$ cat src/design/xbar_params.svh
// constants of the crossbar output side: offsets, field positions, reset values, indices
`ifndef XBAR_PARAMS_SVH
`define XBAR_PARAMS_SVH
// sizes
`define XB_NUM_OUT       30
`define XB_NUM_IN        22
`define XB_SEL_W         5
`define XB_NUM_SLOT      3
`define XB_RES_W         12
// register byte offsets; select register i sits at XB_OFS_SEL_BASE + 4*i
`define XB_OFS_SEL_BASE  8'h00
`define XB_OFS_TSEL      8'h80
`define XB_OFS_PROTECT   8'h84
`define XB_OFS_STAT      8'h88
// field positions
`define XB_TSEL_LSB      12
`define XB_PROTECT_EN_BIT   0
`define XB_PROTECT_LOCK_BIT 1
// reset values
`define XB_SEL_RST       5'h00
`define XB_TSEL_RST      4'h0
`define XB_PROTECT_RST   2'h0
`define XB_LIMIT_RST     1'b0
// crossbar output indices
`define XB_OUT_PIN       0
`define XB_OUT_CONV_A    6
`define XB_OUT_CONV_B    7
`define XB_OUT_DAC       8
`define XB_OUT_CMP       9
`define XB_OUT_ALT       12
`define XB_OUT_SYNC      16
`define XB_OUT_CLK       20
`define XB_OUT_FAULT     21
`define XB_OUT_FORCE     25
`define XB_OUT_TMR       26
// crossbar input indices with fixed meaning
`define XB_IN_ZERO       0
`define XB_IN_ONE        1
`define XB_IN_UNUSED     8
`endif

$ cat src/design/xbar_pkg.sv
// types shared by the crossbar output side
package xbar_pkg;
`include "xbar_params.svh"
    // every pwm input fed by the crossbar
    typedef struct packed {
        logic [3:0] alt_control;   // per-submodule alternate control
        logic [3:0] pwm_external_sync_in;      // per-submodule external sync
        logic       ext_clock;     // module-wide external clock
        logic [3:0] fault;         // fault 0..3
        logic       force_out;     // external output force
    } pwm_xbar_s;
    // one converter result slot with its limits
    typedef struct packed {
        logic [`XB_RES_W-1:0] result;
        logic [`XB_RES_W-1:0] high_limit;
        logic [`XB_RES_W-1:0] low_limit;
    } slot_limit_s;
    typedef logic [`XB_SEL_W-1:0] xbar_sel_t;
endpackage

$ cat src/design/crossbar_output_routing.sv
// crossbar output multiplexers, select registers and converter limit to pwm path
//
// Local design decisions: the Avalon-MM interface to the registers and the address map.
`timescale 1ns/1ns
`include "xbar_params.svh"
//Contract
// - outputs 0..5 drive six package pins
// - outputs 6,7,8 trigger converters and dac
// - outputs 9..11 drive comparator windows
// - outputs 12..15 drive pwm alternate controls
// - outputs 16..19 drive pwm external syncs
// - output 20 drives pwm external clock
// - outputs 21..24 drive pwm faults 0..3
// - output 25 drives pwm output force
// - outputs 26..29 feed timer when selected
// - slot 0..2 limit results drive pwm limits
// - pwm submodule 3 limit input stays low
// - result above high limit drives low
// - result below low limit drives high
// - thirty muxes each pick one of 22
// - input to output path purely combinational
// - select registers are write protected
module crossbar_output_routing
(
    // clock and reset
    input  wire logic                    clk,
    input  wire logic                    rst_n,
    // avalon-mm slave
    input  wire logic [7:0]              address,
    input  wire logic                    read,
    input  wire logic                    write,
    input  wire logic [3:0]              byteenable,
    input  wire logic [31:0]             writedata,
    output logic      [31:0]             readdata,
    output logic                         waitrequest,
    // shared crossbar sources
    input  wire logic [`XB_NUM_IN-1:0]   crossbar_input_n,
    // converter result slots with limits
    input  wire xbar_pkg::slot_limit_s   result_slot [`XB_NUM_SLOT],
    // routed destinations
    output wire logic [5:0]              crossbar_pin_output,
    output wire logic                    converter_a_trigger,
    output wire logic                    converter_b_trigger,
    output wire logic                    dac_sync_in,
    output wire logic [2:0]              comparator_window,
    output wire xbar_pkg::pwm_xbar_s     pwm_xbar,
    output wire logic [3:0]              timer_b_channel,
    // limit controls of pwm submodules 0..3
    output logic      [3:0]              pwm_limit_control_in
);

    // select registers, one per crossbar output
    xbar_pkg::xbar_sel_t       sel      [`XB_NUM_OUT];
    xbar_pkg::xbar_sel_t       next_sel [`XB_NUM_OUT];
    logic [3:0]                tsel;              // timer input select bits
    logic [3:0]                next_tsel;
    logic [1:0]                wr_protect;        // protect enable and lock
    logic [1:0]                next_wr_protect;
    logic                      next_waitreq;
    logic [31:0]               next_readdata;
    logic [3:0]                next_limit;
    logic [31:0]               rd_word;           // decoded read value
    logic [`XB_NUM_IN-1:0]     src;               // sources after fixed inputs
    logic [`XB_NUM_OUT-1:0]    xbar_out;          // raw multiplexer outputs
    logic                      accept_wr;         // write taking effect now
    logic                      sel_hit;           // address is a select register
    logic [4:0]                sel_idx;           // word index of the access
    logic                      protect_en;        // select writes blocked

    assign sel_idx   = address[6:2];
    assign sel_hit   = (address[7] == 1'b0) && (sel_idx < 5'(`XB_NUM_OUT));
    assign accept_wr = write && !waitrequest;
    assign protect_en = wr_protect[`XB_PROTECT_EN_BIT];

    // fixed sources: zero, one and the unused slot reads as zero
    assign src = {crossbar_input_n[`XB_NUM_IN-1:`XB_IN_UNUSED+1], 1'b0,
                  crossbar_input_n[`XB_IN_UNUSED-1:`XB_IN_ONE+1], 1'b1, 1'b0};

    // thirty identical muxes; no flop in the path so a pwm fault is not delayed
    generate
        for (genvar i = 0; i < `XB_NUM_OUT; i++)
        begin : g_mux
            // an out-of-range select yields zero instead of an unknown
            assign xbar_out[i] = (sel[i] < 5'(`XB_NUM_IN)) ? src[sel[i]] : 1'b0;
        end
    endgenerate

    // destination wiring
    assign crossbar_pin_output   = xbar_out[`XB_OUT_PIN +: 6];
    assign converter_a_trigger   = xbar_out[`XB_OUT_CONV_A];
    assign converter_b_trigger   = xbar_out[`XB_OUT_CONV_B];
    assign dac_sync_in           = xbar_out[`XB_OUT_DAC];
    assign comparator_window     = xbar_out[`XB_OUT_CMP +: 3];
    assign pwm_xbar.alt_control  = xbar_out[`XB_OUT_ALT +: 4];
    assign pwm_xbar.pwm_external_sync_in     = xbar_out[`XB_OUT_SYNC +: 4];
    assign pwm_xbar.ext_clock    = xbar_out[`XB_OUT_CLK];
    assign pwm_xbar.fault        = xbar_out[`XB_OUT_FAULT +: 4];
    assign pwm_xbar.force_out    = xbar_out[`XB_OUT_FORCE];
    // timer channels see zero while their select bit is clear
    assign timer_b_channel       = xbar_out[`XB_OUT_TMR +: 4] & tsel;

    // read decode; unmapped words read zero
    always_comb
    begin
        rd_word = 32'h0;
        if (sel_hit)
        begin
            rd_word[`XB_SEL_W-1:0] = sel[sel_idx];
        end
        else if (address == `XB_OFS_TSEL)
        begin
            rd_word[`XB_TSEL_LSB +: 4] = tsel;
        end
        else if (address == `XB_OFS_PROTECT)
        begin
            rd_word[1:0] = wr_protect;
        end
        else if (address == `XB_OFS_STAT)
        begin
            rd_word[3:0] = pwm_limit_control_in;   // live limit levels
        end
    end

    // bus handshake: one wait cycle, answer in the next
    always_comb
    begin
        next_waitreq  = 1'b1;
        next_readdata = readdata;
        if ((read || write) && waitrequest)
        begin
            next_waitreq  = 1'b0;
            next_readdata = read ? rd_word : 32'h0;
        end
    end

    // bus flops
    always_ff @(posedge clk)
    begin
        if (!rst_n)
        begin
            waitrequest <= 1'b1;
            readdata    <= 32'h0;
        end
        else
        begin
            waitrequest <= next_waitreq;
            readdata    <= next_readdata;
        end
    end

    // configuration next values
    always_comb
    begin
        for (int i = 0; i < `XB_NUM_OUT; i++)
        begin
            next_sel[i] = sel[i];
        end
        next_tsel = tsel;
        next_wr_protect = wr_protect;
        // protected select writes are dropped silently
        if (accept_wr && sel_hit && byteenable[0] && !protect_en)
        begin
            next_sel[sel_idx] = writedata[`XB_SEL_W-1:0];
        end
        if (accept_wr && (address == `XB_OFS_TSEL) && byteenable[1])
        begin
            next_tsel = writedata[`XB_TSEL_LSB +: 4];
        end
        // lock freezes the protection setting until reset
        if (accept_wr && (address == `XB_OFS_PROTECT) && byteenable[0]
            && !wr_protect[`XB_PROTECT_LOCK_BIT])
        begin
            next_wr_protect = writedata[1:0];
        end
    end

    // configuration flops
    always_ff @(posedge clk)
    begin
        if (!rst_n)
        begin
            for (int i = 0; i < `XB_NUM_OUT; i++)
            begin
                sel[i] <= `XB_SEL_RST;
            end
            tsel <= `XB_TSEL_RST;
            wr_protect <= `XB_PROTECT_RST;
        end
        else
        begin
            for (int i = 0; i < `XB_NUM_OUT; i++)
            begin
                sel[i] <= next_sel[i];
            end
            tsel <= next_tsel;
            wr_protect <= next_wr_protect;
        end
    end

    // limit compare per slot; high limit has priority if limits cross
    always_comb
    begin
        next_limit = pwm_limit_control_in;
        for (int s = 0; s < `XB_NUM_SLOT; s++)
        begin
            if (result_slot[s].result > result_slot[s].high_limit)
            begin
                next_limit[s] = 1'b0;
            end
            else if (result_slot[s].result < result_slot[s].low_limit)
            begin
                next_limit[s] = 1'b1;
            end
            // otherwise the previous level is kept
        end
        next_limit[3] = 1'b0;
    end

    // limit flops
    always_ff @(posedge clk)
    begin
        if (!rst_n)
        begin
            pwm_limit_control_in <= {4{`XB_LIMIT_RST}};
        end
        else
        begin
            pwm_limit_control_in <= next_limit;
        end
    end

    // checks
    a_pin_write_path: assert property (@(posedge clk) disable iff (!rst_n)
        (accept_wr && address == `XB_OFS_SEL_BASE && byteenable[0] && !protect_en
         && writedata[4:0] == 5'h01) |=> crossbar_pin_output[0])
        else $error("pin output 0 not high after selecting logic one");

    a_trigger_route: assert property (@(posedge clk) disable iff (!rst_n)
        (sel[`XB_OUT_CONV_B] == 5'h01 && sel[`XB_OUT_DAC] == 5'h00)
        |-> (converter_b_trigger && !dac_sync_in))
        else $error("converter b trigger or dac sync misrouted");

    // logic zero selected must keep a converter from starting
    a_conv_a_idle: assert property (@(posedge clk) disable iff (!rst_n)
        (sel[`XB_OUT_CONV_A] == 5'h00) |-> !converter_a_trigger)
        else $error("converter a trigger high with logic zero selected");

    a_cmp_window: assert property (@(posedge clk) disable iff (!rst_n)
        (sel[`XB_OUT_CMP+2] == 5'h0b) |-> (comparator_window[2] == crossbar_input_n[11]))
        else $error("comparator c window not routed");

    a_pwm_alt_sync: assert property (@(posedge clk) disable iff (!rst_n)
        (sel[`XB_OUT_ALT+3] == 5'h02 && sel[`XB_OUT_SYNC] == 5'h00)
        |-> (pwm_xbar.alt_control[3] == crossbar_input_n[2] && !pwm_xbar.pwm_external_sync_in[0]))
        else $error("pwm alternate control or sync misrouted");

    a_pwm_clk_force: assert property (@(posedge clk) disable iff (!rst_n)
        (sel[`XB_OUT_CLK] == 5'h01 && sel[`XB_OUT_FORCE] == 5'h15)
        |-> (pwm_xbar.ext_clock && pwm_xbar.force_out == crossbar_input_n[21]))
        else $error("pwm clock or force misrouted");

    a_pwm_fault: assert property (@(posedge clk) disable iff (!rst_n)
        (sel[`XB_OUT_FAULT+3] == 5'h09 && $changed(crossbar_input_n[9]))
        |-> (pwm_xbar.fault[3] == crossbar_input_n[9]))
        else $error("fault 3 lags or misses its source");

    a_timer_gate: assert property (@(posedge clk) disable iff (!rst_n)
        !tsel[0] |-> !timer_b_channel[0])
        else $error("timer channel 0 driven while not selected");

    a_timer_pass: assert property (@(posedge clk) disable iff (!rst_n)
        (tsel[3] && sel[`XB_OUT_TMR+3] == 5'h01) |-> timer_b_channel[3])
        else $error("timer channel 3 blocked while selected");

    a_mux_range: assert property (@(posedge clk) disable iff (!rst_n)
        (sel[0] >= 5'h16) |-> !crossbar_pin_output[0])
        else $error("out-of-range select not zero");

    a_protect_hold: assert property (@(posedge clk) disable iff (!rst_n)
        (accept_wr && sel_hit && sel_idx == 5'h05 && protect_en) |=> $stable(sel[5]))
        else $error("protected select register changed");

    a_limit_high: assert property (@(posedge clk) disable iff (!rst_n)
        (result_slot[1].result > result_slot[1].high_limit) |=> !pwm_limit_control_in[1])
        else $error("slot 1 above high limit but limit input not low");

    a_limit_low: assert property (@(posedge clk) disable iff (!rst_n)
        (result_slot[2].result < result_slot[2].low_limit
         && result_slot[2].result <= result_slot[2].high_limit)
        |=> pwm_limit_control_in[2])
        else $error("slot 2 below low limit but limit input not high");

    a_limit_hold: assert property (@(posedge clk) disable iff (!rst_n)
        (result_slot[0].result <= result_slot[0].high_limit
         && result_slot[0].result >= result_slot[0].low_limit)
        |=> $stable(pwm_limit_control_in[0]))
        else $error("slot 0 level moved while inside limits");

    a_slot3_low: assert property (@(posedge clk) disable iff (!rst_n)
        ##1 !pwm_limit_control_in[3])
        else $error("submodule 3 limit input not low");

endmodule

$ cat config.mk
export PLATFORM = sky130hd
export DESIGN_NAME = crossbar_output_routing
export DESIGN_NICKNAME = d
export VERILOG_FILES = /design/src/design/xbar_pkg.sv /design/src/design/crossbar_output_routing.sv
export VERILOG_INCLUDE_DIRS = /design/src /design/src/design
export SDC_FILE = /design/constraint.sdc
export NUM_CORES = 1
export LEC_CHECK = 0
export ABC_AREA = 0
export BUFFER_PORTS_ARGS = -buffer_cell sky130_fd_sc_hd__buf_2
export CELL_PAD_IN_SITES_DETAIL_PLACEMENT = 1
export CELL_PAD_IN_SITES_GLOBAL_PLACEMENT = 2
export CORE_AREA = 2 2 212 214
export DETAILED_ROUTE_END_ITERATION = 7
export DIE_AREA = 0 0 214 216
export GPL_ROUTABILITY_DRIVEN = 0
export PLACE_DENSITY_LB_ADDON = 0.08
export SLEW_MARGIN = 25
export SYNTH_ARGS = -nofsm -noshare
export SYNTH_HDL_FRONTEND = slang
export SYNTH_SLANG_ARGS = --single-unit
export TNS_END_PERCENT = 30
$ cat constraint.sdc
create_clock -name clk -period 2.4 [get_ports clk]
set_clock_uncertainty 0.1 [all_clocks]
set_input_delay 0.12 -clock clk [delete_from_list [all_inputs] [get_ports clk]]
set_output_delay 0.12 -clock clk [all_outputs]
set_load 0.1 [all_outputs]
==> summary.md <==
| Metric | Value |
|---|---|
| Wire per inst | 25.3 um |
| H-tree levels | 4 |
| Share of cells above drive strength 1 | 28.1% |
| DRT iter0 DRCs | 1,155 |
| Violated checks | setup timing |
| Simple-gate share of the synthesized area | 17.5% |
| Post-synth top area cell | dfxtp_1 |
| Post-synthesis mux area share | between 20% and 30% |
| Worst-path fanout max | 5 |
| Vias | 14,848 |
| DRC | 0 |
| Pre-Repair DR Iteration Count | 5 |
| #FFs+latches synth | 169 |
| Compound-gate portion of the synthesized area | 16.4% |
| Max frequency | 412 MHz |
| Worst-Skew Late Latency | around 0.48 ns |
| Synth Instances | 1,820 |
| Async S/R FF share, synth | 0% |
| MaxCap Viol Count | 0 |
| Design Power | 7.39 mW |
| Arrival time worst endpoint | 2.20 ns |
| Critical path class | reg -> out |
| Worst r2r path cells | 6 |
| Clk slew on worst S/H paths | about 0.08 ns |
| Global-route usage over all layers | 27.4% |
| CP required | 2.18 ns |
| Largest net degree at the start of global routing | 83 |
| # IOs | 245 |
| Synth Area in Adders | 5.65% |
| Most common cell after layout, fill and taps aside | mux2i_1 |
| Largest family of logic cells by synthesized area | multiplexers |
| Status | finished, violations left |
| EDFF count, synth | 0 |
| Non-filler cells, final | 2,525 |
| Most frequent cells in the layout | mux2i_1, nand2_1, buf_2 |
| Gr ovfl total | 0 |
| # setup viols final | 1 |
| Placed Cells | 2,475 |
| HP Class | in -> reg |
| Peak VDD IR | 0.000343 V |
| Die width | approximately 210 um |
| Synth Area in XOR/XNOR | 0% |
| Vias per cell | between 5 and 6 |
| Initial Util | 34.9% |
| Initial antenna violation count | 1 |
| Commonest register cell after synthesis | dfxtp_1 |
| Dominant cells by area after synthesis | dfxtp_1, mux2i_1, mux4_2 |
| Fill count | ~5,100 |
| P_leak | 6.77 nW |
| Netlist Area Pre-Place | 15,300 um^2 |
| Final worst setup slack | -0.0248 ns |
| Max clock buf depth | 2 |
| Fin crit share | 101% |
| Fin. max-slew vios | 0 |
| Minimum clock period | 2.42 ns |
| Worst Tran Pin Value | 0.869 ns |
| CTS tree | yes |
| Sequential-to-total area share from yosys stat | about 22% |
| Critical Path End Type | output pin |
| Cell row count | slightly below 80 |
| Core Box Area | 43,800 um^2 |
| Detail Route Antenna Nets | 0 |
| TritonCTS buffer count | 17 |
| Total Wirelength | between 60 and 70 mm |
| CP startpoint kind | flop |
| Syn Area/Cell | 8.39 um^2 |
| Max_slew headroom | 42.0% |
| IO buf count | 192 |
| RSZ-0062 raised after global routing | yes |
| Number of global-route vias before repair | 15,181 |
| Pwr dens | roughly 400 nW/um^2 |
| Top cell type's share of synthesized area | between 20% and 30% |
| Hold Vio Cnt, Final | 0 |
| HPWL after detailed placement | 45.1 mm |
| Synth warn | 0 |
| Clk sink count | roughly 170 |
| Die ar. | 46,200 um^2 |
| Die Ht | around 220 um |
| P&R area growth vs syn | 20.1% |
| Root buffer cell | clkbuf_16 |
| Global-route wire length before repair | slightly below 100 mm |
| Hold Path Depth | 5 |
| Nets | around 2,200 |
| Synth cell types | 70 |
path summary, 6_finish.rpt:
| kind | start | end | slack [ns] |
|---|---|---|---|
| worst max-delay path | sel[27][0]$_SDFFE_PN0P_ | timer_b_channel[1] | -0.02 |
| worst min-delay path | result_slot[95] | pwm_limit_control_in[0]$_SDFFE_PP0N_ | 0.03 |
| worst max register to register | waitrequest$_SDFF_PN1_ | sel[7][2]$_SDFFE_PN0P_ | 0.19 |
| worst min register to register | readdata[0]$_SDFFE_PN0P_ | readdata[0]$_SDFFE_PN0P_ | 0.39 |
state kept, by name, summed over array words and instances, names as in the netlist:
register	count
readdata	9
wr_protect	2
pwm_limit_control_in	3
waitrequest	1
sel	150
tsel	4
cell families after synthesis:
kind of cell             after synthesis
AO/OA/AOI/OAI                        383
adder cells (fa/ha/maj)               69
AND/OR/NAND/NOR                      537
other                                  1
multiplexers                         331
buffers and inverters                330
flip-flops                           169
cells in the mapped netlist, types with 4 or more instances:
library cell	count
mux2i_1	215
clkbuf_1	189
dfxtp_1	169
nand2_1	162
nand3_1	138
a21oi_1	111
nor2_1	99
mux4_2	90
inv_1	74
ha_1	69
nor2b_1	57
o22ai_1	47
o21ai_0	45
a211oi_1	40
a21boi_0	30
a21o_1	29
a221oi_1	27
mux2_2	26
buf_4	24
buf_1	19
buf_2	16
nor4_1	14
nand4_1	13
nor3b_1	12
a22oi_1	8
nor3_1	8
nand2b_1	6
o211ai_1	5
o21a_1	5
buf_6	4
or4b_2	4
power by group:
part	internal [mW]	switching, mW	total (mW)
clock network	1.56	1.39	2.96
registers	2.78	0.0159	2.80
logic	0.554	1.09	1.64
total	4.90	2.50	7.39
critical path: stages, from the launching register on:
cell	delay (ns)
dfxtp_4	0.38
mux4_2	0.49
mux4_2	0.47
nand3b_1	0.11
o21ai_2	0.10
buf_12	0.18
per-layer routing:
metal	up-vias	share of wire, %	global-route usage, %
li1	6816	-	-
met1	7538	44	36.2
met2	415	48	45.6
met3	79	5.6	5.02
met4	0	2.4	8.18
met5	-	0	0
final cells by class:
type / count / area (um^2) / area share, %
Antenna cell: 1 / 2.50 / 0.0136
Clock inverter: 14 / 165 / 0.900
Clock buffer: 18 / 429 / 2.34
Inverter: 76 / 288 / 1.57
Multi-Input combinational cell: 1344 / 10700 / 58.4
Timing Repair Buffer: 311 / 2470 / 13.5
Tap cell: 592 / 741 / 4.04
Sequential cell: 169 / 3530 / 19.2
through the flow:
stage,util [%],hold slack [ns],setup slack (ns),area (um^2),TNS [ns]
5_1_grt,41.8,0.0499,-0.108,18300,-0.240
4_1_cts,41.5,0.0112,-0.0526,18200,-0.0627
6_report,41.8,0.0311,-0.0248,18300,-0.0248
3_3_place_gp,39.6,0.280,0.190,17400,0
3_5_place_dp,39.6,0.300,0.169,17400,0
2_1_floorplan,-,0.171,-0.169,15400,-0.169
repair_timing:
action / 4_1_cts / 5_1_grt
endpoints found under the setup margin: 29 / 28
hold endpoints to repair: 11 / 0
buffers inserted: 5 / 3
pin swaps: 4 / 9
hold buffers: 9 / 0
gates resized for setup: 57 / 48
Power figures use the tool's default switching activity.
